## src/rcb_pkg.sv

```systemverilog
// Purpose: Constants and types for the regulator configuration register bank
// Assumes: Byte-wide registers reached over an I2C target port
// Notes:   Reset values stand in for the nonvolatile defaults

package rcb_pkg;

  // ****************************************
  // Register offsets
  // ****************************************
  localparam logic [7:0] OFS_HOST_ADDR   = 8'ha2;
  localparam logic [7:0] OFS_VID_ADDR    = 8'ha3;
  localparam logic [7:0] OFS_IOUT_CAL    = 8'ha4;
  localparam logic [7:0] OFS_INCUR_CAL   = 8'ha5;
  localparam logic [7:0] OFS_VOUT_SET    = 8'ha6;
  localparam logic [7:0] OFS_LAST_CMD    = 8'ha7;
  localparam logic [7:0] OFS_HOST_OFFSET = 8'ha8;
  localparam logic [7:0] OFS_COMP1       = 8'ha9;
  localparam logic [7:0] OFS_COMP2       = 8'haa;
  localparam logic [7:0] OFS_ALT_COMP1   = 8'hab;
  localparam logic [7:0] OFS_ALT_COMP2   = 8'hac;
  localparam logic [7:0] OFS_COMP_THIRD  = 8'had;
  localparam logic [7:0] OFS_FAST_SLEW   = 8'haf;
  localparam logic [7:0] OFS_DAC_OFFSET  = 8'hb0;
  localparam logic [7:0] OFS_LOCK        = 8'hb1;
  localparam logic [7:0] OFS_SENSE_RES   = 8'hb3;
  localparam logic [7:0] OFS_NEG_LIMIT   = 8'hb4;
  localparam logic [7:0] OFS_SCRATCH1    = 8'hb5;
  localparam logic [7:0] OFS_SCRATCH2    = 8'hb6;
  localparam logic [7:0] OFS_STATUS1     = 8'hba;
  localparam logic [7:0] OFS_STATUS2     = 8'hbb;
  localparam logic [7:0] OFS_FEATURE_SUPPORT_MIRROR  = 8'hbc;
  localparam logic [7:0] OFS_MAXV_HIGH   = 8'hbd;

  // ****************************************
  // Plain storage table
  // ****************************************
  localparam int NREG = 17;
  localparam int IX_VID_ADDR = 0;
  localparam int IX_IOUT_CAL = 1;
  localparam int IX_INCUR_CAL = 2;
  localparam int IX_VOUT_SET = 3;
  localparam int IX_HOST_OFFSET = 4;
  localparam int IX_COMP1 = 5;
  localparam int IX_COMP2 = 6;
  localparam int IX_COMP_THIRD = 9;
  localparam int IX_FAST_SLEW = 10;
  localparam int IX_DAC_OFFSET = 11;
  localparam int IX_SENSE_RES = 12;
  localparam int IX_NEG_LIMIT = 13;
  localparam int IX_MAXV_HIGH = 16;

  localparam logic [7:0] RW_OFS [NREG] = '{
    OFS_VID_ADDR, OFS_IOUT_CAL, OFS_INCUR_CAL, OFS_VOUT_SET, OFS_HOST_OFFSET,
    OFS_COMP1, OFS_COMP2, OFS_ALT_COMP1, OFS_ALT_COMP2, OFS_COMP_THIRD,
    OFS_FAST_SLEW, OFS_DAC_OFFSET, OFS_SENSE_RES, OFS_NEG_LIMIT,
    OFS_SCRATCH1, OFS_SCRATCH2, OFS_MAXV_HIGH};
  localparam logic [7:0] RW_RST [NREG] = '{
    8'h00, 8'h78, 8'h78, 8'hab, 8'h00, 8'h4a, 8'h19, 8'h23, 8'ha2, 8'h02,
    8'h06, 8'h00, 8'h05, 8'h05, 8'h00, 8'h00, 8'h04};
  localparam logic [7:0] RW_MASK [NREG] = '{
    8'hff, 8'hff, 8'hff, 8'hff, 8'hff, 8'hff, 8'hff, 8'hff, 8'hff, 8'hff,
    8'hff, 8'hff, 8'hff, 8'hff, 8'hf0, 8'he0, 8'hff};

  // ****************************************
  // Fixed values and counts
  // ****************************************
  localparam logic [6:0] HOST_ADDR_RST = 7'h77;
  localparam logic [7:0] FEATURE_SUPPORT_MIRROR_VAL = 8'hfb;
  localparam logic [7:0] UNLOCK_KEY = 8'h00;
  localparam logic [1:0] STRAP_WAIT = 2'd3;
  localparam logic [3:0] BITS_PER_BYTE = 4'd8;

  typedef struct packed {
    logic       cmd_valid;
    logic [7:0] cmd;
    logic [7:0] status1;
    logic [7:0] status2;
  } rcb_vid_s;

  typedef struct packed {
    logic [6:0] host_addr;
    logic [7:0] vid_addr;
    logic [7:0] iout_cal;
    logic [7:0] incur_cal;
    logic [7:0] vout_active;
    logic [7:0] host_offset;
    logic [7:0] comp1;
    logic [7:0] comp2;
    logic [7:0] comp_third;
    logic [7:0] fast_slew;
    logic [7:0] dac_offset;
    logic [7:0] sense_res;
    logic [7:0] neg_limit;
    logic [7:0] maxv_high;
    logic       locked;
  } rcb_cfg_s;

endpackage

```

## src/rcb_reg_bank.sv

```systemverilog
// Purpose: Configuration and mirror register bank behind an I2C target port
// Assumes: vout_src and vid_in come from logic on sys_clk; scl, sda, strap are pins
// Notes:   Single-byte register writes and reads, open-drain data line

`timescale 1ns/1ps

module rcb_reg_bank (
  input  wire logic              sys_clk,
  input  wire logic              rst,
  input  wire logic              scl_i,
  input  wire logic              sda_i,
  output logic                   sda_o,
  output logic                   sda_oe,
  input  wire logic [6:0]        addr_strap,
  input  wire logic [1:0]        vout_src,
  input  wire rcb_pkg::rcb_vid_s vid_in,
  output rcb_pkg::rcb_cfg_s      cfg
);

  typedef enum logic [3:0] {
    ST_IDLE, ST_ADDR, ST_ADDR_ACK, ST_REG, ST_REG_ACK,
    ST_WDATA, ST_WDATA_ACK, ST_RDATA, ST_RDATA_ACK
  } rcb_i2c_e;

  // ****************************************
  // Offset decode
  // ****************************************
  function automatic logic [5:0] ofs_lookup(input logic [7:0] ofs);
    logic [5:0] res;
    res = 6'h00;
    for (int i = 0; i < rcb_pkg::NREG; i++) begin
      if (rcb_pkg::RW_OFS[i] == ofs) begin
        res = {1'b1, 5'(i)};
      end
    end
    return res;
  endfunction

  // ****************************************
  // Pin synchronisers and bus conditions
  // ****************************************
  logic       scl_m_r;
  logic       scl_s_r;
  logic       scl_d_r;
  logic       sda_m_r;
  logic       sda_s_r;
  logic       sda_d_r;
  logic [6:0] strap_m_r;
  logic [6:0] strap_s_r;

  always_ff @(posedge sys_clk or posedge rst) begin
    if (rst) begin
      scl_m_r   <= 1'b1;
      scl_s_r   <= 1'b1;
      scl_d_r   <= 1'b1;
      sda_m_r   <= 1'b1;
      sda_s_r   <= 1'b1;
      sda_d_r   <= 1'b1;
      strap_m_r <= 7'h00;
      strap_s_r <= 7'h00;
    end else begin
      scl_m_r   <= scl_i;
      scl_s_r   <= scl_m_r;
      scl_d_r   <= scl_s_r;
      sda_m_r   <= sda_i;
      sda_s_r   <= sda_m_r;
      sda_d_r   <= sda_s_r;
      strap_m_r <= addr_strap;
      strap_s_r <= strap_m_r;
    end
  end

  wire scl_rise  = scl_s_r & ~scl_d_r;
  wire scl_fall  = ~scl_s_r & scl_d_r;
  wire start_det = scl_s_r & scl_d_r & sda_d_r & ~sda_s_r;
  wire stop_det  = scl_s_r & scl_d_r & ~sda_d_r & sda_s_r;

  // ****************************************
  // Transfer engine state
  // ****************************************
  rcb_i2c_e   state_r;
  rcb_i2c_e   state_nxt;
  logic [3:0] cnt_r;
  logic [3:0] cnt_nxt;
  logic [7:0] shift_r;
  logic [7:0] shift_nxt;
  logic [7:0] ptr_r;
  logic [7:0] ptr_nxt;
  logic       oe_r;
  logic       oe_nxt;
  logic       rw_r;
  logic       rw_nxt;
  logic       wr_stb_r;
  logic       wr_nxt;

  logic [6:0] host_addr_r;
  logic [7:0] last_cmd_r;
  logic       lock_r;
  logic [1:0] strap_cnt_r;
  logic       src_host_d_r;
  logic [7:0] rw_r_arr [rcb_pkg::NREG];
  logic [7:0] rd_byte;

  // ****************************************
  // Write decode
  // ****************************************
  wire [5:0] wr_look    = ofs_lookup(ptr_r);
  wire       wr_hit     = wr_look[5];
  wire [4:0] wr_idx     = wr_look[4:0];
  wire       is_lock    = (ptr_r == rcb_pkg::OFS_LOCK);
  wire       wr_allow   = wr_stb_r & (~lock_r | is_lock);
  wire       src_host   = vout_src[1];
  wire       wr_vout    = wr_allow & (ptr_r == rcb_pkg::OFS_VOUT_SET);
  wire       wr_haddr   = wr_allow & (ptr_r == rcb_pkg::OFS_HOST_ADDR);
  wire       strap_take = (strap_cnt_r == rcb_pkg::STRAP_WAIT - 2'd1);
  wire [7:0] vout_store = rw_r_arr[rcb_pkg::IX_VOUT_SET];

  // ****************************************
  // Read selection
  // ****************************************
  wire [5:0] rd_look = ofs_lookup(ptr_r);

  always_comb begin
    case (ptr_r)
      rcb_pkg::OFS_HOST_ADDR:  rd_byte = {1'b0, host_addr_r};
      rcb_pkg::OFS_LAST_CMD:   rd_byte = last_cmd_r;
      rcb_pkg::OFS_STATUS1:    rd_byte = vid_in.status1;
      rcb_pkg::OFS_STATUS2:    rd_byte = vid_in.status2;
      rcb_pkg::OFS_FEATURE_SUPPORT_MIRROR: rd_byte = rcb_pkg::FEATURE_SUPPORT_MIRROR_VAL;
      rcb_pkg::OFS_LOCK:       rd_byte = 8'h00;
      default:                 rd_byte = rd_look[5] ? rw_r_arr[rd_look[4:0]] : 8'h00;
    endcase
  end

  // ****************************************
  // Byte transfer sequencing
  // ****************************************
  always_comb begin
    state_nxt = state_r;
    cnt_nxt   = cnt_r;
    shift_nxt = shift_r;
    ptr_nxt   = ptr_r;
    oe_nxt    = oe_r;
    rw_nxt    = rw_r;
    wr_nxt    = 1'b0;
    if (start_det) begin
      state_nxt = ST_ADDR;
      cnt_nxt   = 4'd0;
      oe_nxt    = 1'b0;
    end else if (stop_det) begin
      state_nxt = ST_IDLE;
      oe_nxt    = 1'b0;
    end else begin
      case (state_r)
        ST_ADDR, ST_REG, ST_WDATA: begin
          if (scl_rise && cnt_r != rcb_pkg::BITS_PER_BYTE) begin
            shift_nxt = {shift_r[6:0], sda_s_r};
            cnt_nxt   = cnt_r + 4'd1;
          end else if (scl_fall && cnt_r == rcb_pkg::BITS_PER_BYTE) begin
            cnt_nxt = 4'd0;
            oe_nxt  = 1'b1;
            if (state_r == ST_ADDR) begin
              if (shift_r[7:1] == host_addr_r) begin
                rw_nxt    = shift_r[0];
                state_nxt = ST_ADDR_ACK;
              end else begin
                oe_nxt    = 1'b0;
                state_nxt = ST_IDLE;
              end
            end else if (state_r == ST_REG) begin
              ptr_nxt   = shift_r;
              state_nxt = ST_REG_ACK;
            end else begin
              wr_nxt    = 1'b1;
              state_nxt = ST_WDATA_ACK;
            end
          end
        end
        ST_ADDR_ACK: begin
          if (scl_fall) begin
            if (rw_r) begin
              shift_nxt = rd_byte;
              oe_nxt    = ~rd_byte[7];
              state_nxt = ST_RDATA;
            end else begin
              oe_nxt    = 1'b0;
              state_nxt = ST_REG;
            end
          end
        end
        ST_REG_ACK: begin
          if (scl_fall) begin
            oe_nxt    = 1'b0;
            state_nxt = ST_WDATA;
          end
        end
        ST_WDATA_ACK: begin
          if (scl_fall) begin
            oe_nxt    = 1'b0;
            state_nxt = ST_IDLE;
          end
        end
        ST_RDATA: begin
          if (scl_fall) begin
            if (cnt_r == rcb_pkg::BITS_PER_BYTE - 4'd1) begin
              oe_nxt    = 1'b0;
              state_nxt = ST_RDATA_ACK;
            end else begin
              cnt_nxt   = cnt_r + 4'd1;
              shift_nxt = {shift_r[6:0], 1'b0};
              oe_nxt    = ~shift_r[6];
            end
          end
        end
        ST_RDATA_ACK: begin
          if (scl_rise) begin
            state_nxt = ST_IDLE;
          end
        end
        default: begin
          state_nxt = ST_IDLE;
          oe_nxt    = 1'b0;
        end
      endcase
    end
  end

  always_ff @(posedge sys_clk or posedge rst) begin
    if (rst) begin
      state_r  <= ST_IDLE;
      cnt_r    <= 4'd0;
      shift_r  <= 8'h00;
      ptr_r    <= 8'h00;
      oe_r     <= 1'b0;
      rw_r     <= 1'b0;
      wr_stb_r <= 1'b0;
    end else begin
      state_r  <= state_nxt;
      cnt_r    <= cnt_nxt;
      shift_r  <= shift_nxt;
      ptr_r    <= ptr_nxt;
      oe_r     <= oe_nxt;
      rw_r     <= rw_nxt;
      wr_stb_r <= wr_nxt;
    end
  end

  // ****************************************
  // Plain storage registers
  // ****************************************
  generate
    for (genvar g = 0; g < rcb_pkg::NREG; g++) begin : g_store
      always_ff @(posedge sys_clk or posedge rst) begin
        if (rst) begin
          rw_r_arr[g] <= rcb_pkg::RW_RST[g];
        end else if (wr_allow && wr_hit && wr_idx == 5'(g)) begin
          rw_r_arr[g] <= shift_r & rcb_pkg::RW_MASK[g];
        end
      end
    end
  endgenerate

  // ****************************************
  // Address, lock and voltage command state
  // ****************************************
  always_ff @(posedge sys_clk or posedge rst) begin
    if (rst) begin
      strap_cnt_r <= 2'd0;
      host_addr_r <= rcb_pkg::HOST_ADDR_RST;
    end else begin
      if (strap_cnt_r != rcb_pkg::STRAP_WAIT) begin
        strap_cnt_r <= strap_cnt_r + 2'd1;
      end
      if (strap_take) begin
        host_addr_r <= strap_s_r;
      end else if (wr_haddr) begin
        host_addr_r <= shift_r[6:0];
      end
    end
  end

  always_ff @(posedge sys_clk or posedge rst) begin
    if (rst) begin
      lock_r <= 1'b1;
    end else if (wr_stb_r && is_lock) begin
      lock_r <= (shift_r != rcb_pkg::UNLOCK_KEY);
    end
  end

  // VID commands win a tie; host path used only while the source selects it
  always_ff @(posedge sys_clk or posedge rst) begin
    if (rst) begin
      last_cmd_r   <= rcb_pkg::RW_RST[rcb_pkg::IX_VOUT_SET];
      src_host_d_r <= 1'b0;
    end else begin
      src_host_d_r <= src_host;
      if (vid_in.cmd_valid) begin
        last_cmd_r <= vid_in.cmd;
      end else if (wr_vout && src_host) begin
        last_cmd_r <= shift_r;
      end else if (src_host && !src_host_d_r) begin
        last_cmd_r <= vout_store;
      end
    end
  end

  // ****************************************
  // Registered outputs
  // ****************************************
  always_ff @(posedge sys_clk or posedge rst) begin
    if (rst) begin
      sda_o  <= 1'b0;
      sda_oe <= 1'b0;
      cfg    <= '0;
    end else begin
      sda_o           <= 1'b0;
      sda_oe          <= oe_r;
      cfg.host_addr   <= host_addr_r;
      cfg.vid_addr    <= rw_r_arr[rcb_pkg::IX_VID_ADDR];
      cfg.iout_cal    <= rw_r_arr[rcb_pkg::IX_IOUT_CAL];
      cfg.incur_cal   <= rw_r_arr[rcb_pkg::IX_INCUR_CAL];
      cfg.vout_active <= last_cmd_r;
      cfg.host_offset <= rw_r_arr[rcb_pkg::IX_HOST_OFFSET];
      cfg.comp1       <= rw_r_arr[rcb_pkg::IX_COMP1];
      cfg.comp2       <= rw_r_arr[rcb_pkg::IX_COMP2];
      cfg.comp_third  <= rw_r_arr[rcb_pkg::IX_COMP_THIRD];
      cfg.fast_slew   <= rw_r_arr[rcb_pkg::IX_FAST_SLEW];
      cfg.dac_offset  <= rw_r_arr[rcb_pkg::IX_DAC_OFFSET];
      cfg.sense_res   <= rw_r_arr[rcb_pkg::IX_SENSE_RES];
      cfg.neg_limit   <= rw_r_arr[rcb_pkg::IX_NEG_LIMIT];
      cfg.maxv_high   <= rw_r_arr[rcb_pkg::IX_MAXV_HIGH];
      cfg.locked      <= lock_r;
    end
  end

endmodule

```

## config.mk

```make
export PLATFORM = sky130hd
export DESIGN_NAME = rcb_reg_bank
export DESIGN_NICKNAME = d
export VERILOG_FILES = /design/src/rcb_pkg.sv /design/src/rcb_reg_bank.sv
export SDC_FILE = /design/constraint.sdc
export NUM_CORES = 1
export LEC_CHECK = 0
export BUFFER_PORTS_ARGS = -buffer_cell sky130_fd_sc_hd__buf_4
export CAP_MARGIN = 30
export CORE_AREA = 3 3 198 200
export DETAILED_ROUTE_END_ITERATION = 12
export DIE_AREA = 0 0 201 203
export GPL_TIMING_DRIVEN = 1
export PLACE_DENSITY = 0.53
export RECOVER_POWER = 50
export SYNTH_ARGS = -nofsm -noshare
export SYNTH_HDL_FRONTEND = slang
export SYNTH_SLANG_ARGS = --single-unit
```

## constraint.sdc

```tcl
create_clock -name sys_clk -period 12.06 [get_ports sys_clk]
set_clock_uncertainty 0.1 [all_clocks]
set_input_delay 3.015 -clock sys_clk [delete_from_list [all_inputs] [get_ports sys_clk]]
set_output_delay 3.015 -clock sys_clk [all_outputs]
set_load 0.01 [all_outputs]
```

== Yosys cells after proc, flatten, opt, wreduce, memory -nomap -nowiden ==
Index checks and enable logic that the tools add are counted.
Word-level totals
  bits in registers: 306
  word-level logic and storage cells: 264
  memories: 0
  latch bits: 0
  memory bits (writable): 0
  input port bits: 38
  output and inout port bits: 114
  memory bits (read-only): 0
Cells by class
  divide/modulo/power cells: 0
  order comparisons: 1
  mux-type cells: 74
  shifts and indexed selects: 0
  bitwise logic cells: 23
  reduce and logical (&&, ||, !) cells: 38
  eq/ne operators: 73
  add/sub/neg operators: 2
  multiply operators: 0
Operators by type and width (count)
  8-bit equality test (first input constant): 17
  6-bit two-way mux: 17
  8-bit two-way mux: 11
  4-bit two-way mux: 17
  8-bit equality test (second input constant): 7
  8-bit case mux with 6 select lines: 1
  8-bit binary-select mux with 5-bit select: 1
  5-bit by 4-bit equality test with 1-bit output (second input constant): 8
  4-bit != test (second input constant): 10
  4-bit case mux with 6 select lines: 1
  8-bit case mux with 3 select lines: 1
  1-bit logical AND: 23
  4-bit by 3-bit equality test with 1-bit output (second input constant): 5
  5-bit by 3-bit equality test with 1-bit output (second input constant): 4
  1-bit two-way mux: 18
  8-bit AND reduction: 2
  7-bit two-way mux: 2
  2-bit != test (second input constant): 7
  7-bit AND reduction: 2
  1-bit inverter: 11
  1-bit bitwise AND: 10
  5-bit by 2-bit equality test with 1-bit output (second input constant): 2
  3-bit != test (second input constant): 3
  3-bit nonzero test: 3
  other kinds (25): 28

== Longest topological paths before layout ==
  word-level depth: 30
  mapped depth: 11
  mapped depth without buffers: 9

== Worst setup path after synthesis ==
Ideal clock, no wire load.
  path type: input -> register
  start point: input vid_in[15] (netlist bit)
  end point: register oe_r
  library setup time: 0.121 ns
  data required time: 11.839 ns
  data arrival time: 4.123 ns
  buffers on the path: 0
  stages on the path: 7
  slack: 7.716 ns
  path through: nand3b_1 a2111oi_0 a221o_1 a211oi_1 a41oi_1 o21ai_1 a22o_1
Between the ends
  word-level cells in the longest chain between the ends: 7
Ends and longest elaborated chain
  start: declaration: RTL line rcb_reg_bank.sv:16  | input wire rcb_pkg::rcb_vid_s vid_in,
  8-bit case mux with 6 select lines: RTL line rcb_reg_bank.sv:124  | case (ptr_r)
  1-bit inverter: RTL line rcb_reg_bank.sv:183  | oe_nxt = ~rd_byte[7];
  1-bit two-way mux: RTL line rcb_reg_bank.sv:181  | if (rw_r) begin
  1-bit two-way mux: RTL line rcb_reg_bank.sv:180  | if (scl_fall) begin
  1-bit case mux with 5 select lines: RTL line rcb_reg_bank.sv:154  | case (state_r)
  1-bit two-way mux: RTL line rcb_reg_bank.sv:150  | end else if (stop_det) begin
  1-bit two-way mux: RTL line rcb_reg_bank.sv:146  | if (start_det) begin
  end signal: assignment: RTL line rcb_reg_bank.sv:242  | oe_r <= oe_nxt;
  end: declaration: RTL line rcb_reg_bank.sv:89  | logic oe_r;
Every way passes these cells. The select of a mux whose other input is x is not followed.
A chain may end at the register's enable or synchronous reset.

== Worst setup path in the final report ==
  start point: register ptr_r[0]
  end point: register host_addr_r[2]
Between the ends
  word-level cells in the longest chain between the ends: 5
  elaborated cells between the ends (all ways): 6
  those cells by class: eq/ne: 2; bitwise: 3; reduce/logical: 1
Ends and longest elaborated chain
  start: declaration: RTL line rcb_reg_bank.sv:87  | logic [7:0] ptr_r;
  start signal: assignment: RTL line rcb_reg_bank.sv:241  | ptr_r <= ptr_nxt;
  8-bit equality test: RTL line rcb_reg_bank.sv:110  | wire is_lock = (ptr_r == rcb_pkg::OFS_LOCK);
  1-bit bitwise OR: RTL line rcb_reg_bank.sv:111  | wire wr_allow = wr_stb_r & (~lock_r | is_lock);
  1-bit bitwise AND: RTL line rcb_reg_bank.sv:111
  1-bit bitwise AND *: RTL line rcb_reg_bank.sv:114  | wire wr_haddr = wr_allow & (ptr_r == rcb_pkg::OFS_HOST_ADDR);
  2-bit nonzero test (no source line) *
  end signal: assignment: RTL line rcb_reg_bank.sv:269  | host_addr_r <= rcb_pkg::HOST_ADDR_RST;
  end signal: assignment: RTL line rcb_reg_bank.sv:275  | host_addr_r <= strap_s_r;
  end signal: assignment: RTL line rcb_reg_bank.sv:277  | host_addr_r <= shift_r[6:0];
  end: declaration: RTL line rcb_reg_bank.sv:96  | logic [6:0] host_addr_r;
Mark *: on every way between the ends. The rest lies on a longest branch, timed or not.

==> results.cfg <==
[drt]
via_count = 8726
drtPass1Iterations = 6
routed_wl_um = 37010
wl_per_cell_um = 22.03
antenna_left = 0
drc = 0
drt-initial-drc-count = 608
avgViaCountPerCell = 5.194

[timing]
slew_headroom_pct = -32.85
fin_crit_ns = 4.701
grt_setup_unrepaired = false
fmax_ghz = 0.2127
timing.final.ws_setup_ns = 7.359
worstMarginPinSlew_ns = 1.975
finalSetupViolations = 0
slew_violations = 8
period_share_pct = 38.98
hold_viol = 0
tns_ns = 0

[run]
max-cap-violations = 1

[setup_path]
cp_num_buf_inv = 0
crit_chain = nand2b_1, nor4_1, o21ai_0, nor4_1, mux2i_1, o21ai_0
cp_top_family = simple AND/OR/NAND/NOR gates
critPathMaxFanout = 28
critical_path_arrival_ns = 5.04
setup.worst_path.class = reg -> reg
worstPathRequired_ns = 12.39
crit_slowest_cell = nor4_1
start_kind = flop
end_kind = flop
crit_path_max_incr_delay_ns = 1.66

[global_routing]
grt_pass1_wl_um = 56250
grt-ovfl-total = 0
antenna_found_initial = 1
grtUsageTotal_pct = 17.81
grt_max_degree = 179
grt_pass1_vias = 8992

[placement]
place_congestion = 0.8527
hpwl_um = 24830
io_buffers = 149
pre_cts_ws_ns = 7.214
place_area_um2 = 14710

[clock_tree]
h-tree-depth = 2
numCtsBuffers = 35
cts_tree = done
post_cts_resized = 0
clkSinkCount = 306
ctsHoldBuffers = 0
cts_buffer_depth = 3
root_buffer = clkbuf_16
clkTransAtPathRegs_ns = 0.06
post-cts-setup-buffer-count = 0
insertion_delay_ns = 0.52

[floorplanning]
die_w_um = 201
initial_core_util_pct = 34.91
coreArea_um2 = 37580
io_pins = 152
dieHeight_um = 203
rows = 71
die_area_um2 = 40800

[synth]
synth_area_leader_cell = dfrtp_1
synth-edff-count = 0
yosysWarnings = 0
ys_types = 90
synth-seq-cells = 306
avgSynthCellArea_um2 = 13.09
synthFlopType = dfrtp_1
seq_area_frac_synth_pct = 58.85
synth_area_leaders = dfrtp_1 (49%), mux2_2 (11%), dfstp_2 (10%), mux2i_1 (4.3%), nand2_1 (2.6%)
async_flop_share_pct = 100.0
synth_top_cell_area_share_pct = 48.64
synthesis.instances = 1002
netlist_area_um2 = 13120
synthesis.nets = 1044

[power]
p_leak_uw = 0.007363
peakVddDrop_v = 0.0001288
power_density_nw_per_um2 = 151.0

[finish]
drive_gt1_share_pct = 34.42
final_cell_mix = dfrtp_1 (255), buf_4 (149), mux2_2 (124)
finalNetCount = 1183
fillers = 3532
final_common_cell = dfrtp_1
area_growth_pct = 21.24
stdcell_area_um2 = 15910

[min_path]
hold_class = reg -> reg

[outcome]
status = complete, but fails checks
violations = capacitance limit, slew limit
[synth_stat cells (all sizes together), types with 6 or more instances]
master / instances
a21oi: 26
a222oi: 6
a22o: 8
a22oi: 8
a31oi: 11
a32oi: 6
and2: 7
and3: 9
buf: 29
clkbuf: 33
dfrtp: 255
dfstp: 51
inv: 13
mux2: 150
mux2i: 56
nand2: 90
nand2b: 17
nand3: 14
nand4: 7
nor2: 27
nor2b: 7
nor3: 10
nor4: 13
o21ai: 42
xnor2: 7
[area by class of cell]
type                            instances  area, µm²  share of cell area, %
Antenna cell                            1      2.502                0.01573
Clock buffer                           47       1002                  6.301
Clock inverter                         17      187.7                  1.180
Inverter                               13      50.05                 0.3146
Multi-Input combinational cell        621       5020                  31.56
Sequential cell                       306       7721                  48.54
Tap cell                              511      639.4                  4.020
Timing Repair Buffer                  164       1284                  8.070
[through the flow]
stage / hold slack (ns) / utilization [%] / power, µW / cells
floorplan: 0.2312 / - / 1216 / 1002
global placement: 0.2341 / 39.09 / 1335 / 1612
detailed placement: 0.2347 / 39.13 / 1342 / 1613
CTS: 0.2458 / 42.30 / 2436 / 1677
global route: 0.2491 / 42.32 / 2493 / 1679
finish: 0.2439 / 42.33 / 2401 / 1680
[state kept, by name, summed over array words and instances, names as in the netlist, 7 cells and up]
register	count
cfg	112
rw_r_arr	119
strap_m_r	7
host_addr_r	7
strap_s_r	7
vout_store	8
shift_r	8
last_cmd_r	8
ptr_r	8
[final timing paths]
path	cells after the start	end	start	slack [ns]
worst min-delay path	0	strap_s_r[5]	strap_m_r[5]	0.24
min in group asynchronous	2	cfg[38]	rst	2.34
worst max-delay path	6	host_addr_r[2]	ptr_r[0]	7.36
worst min register to register	0	strap_s_r[5]	strap_m_r[5]	0.24
worst max register to register	6	host_addr_r[2]	ptr_r[0]	7.36
max in group asynchronous	4	state_r[3]	rst	7.79
[routing by layer]
metal | wire, µm | vias up | track usage (%)
met1 | 16700 | 4433 | 25.03
met4 | 943 | 2 | 5.069
met2 | 17060 | 302 | 28.03
met5 | 13 | - | 0
met3 | 2287 | 62 | 3.688
li1 | - | 3927 | -
[logic make-up (layout without fill, tap and decap cells)]
group	after synthesis	count (layout)	share of synthesized area, %
buf+inv	75	241	2.661
mux	206	206	17.60
compound gates	165	165	9.203
fa+ha+maj	4	4	0.3815
flops	306	306	58.85
other cells	1	2	0.02858
xor+xnor	12	12	0.8011
simple gates	233	233	10.47
[power breakdown]
part / total (µW) / leakage [µW] / switching [µW] / internal [µW]
Sequential: 1100 / 0.00400 / 42.2 / 1050
Clock: 1080 / 0.000575 / 426 / 652
Combinational: 228 / 0.00279 / 163 / 64.7
Total: 2400 / 0.00736 / 631 / 1770
(Power assumes the default switching activity.)
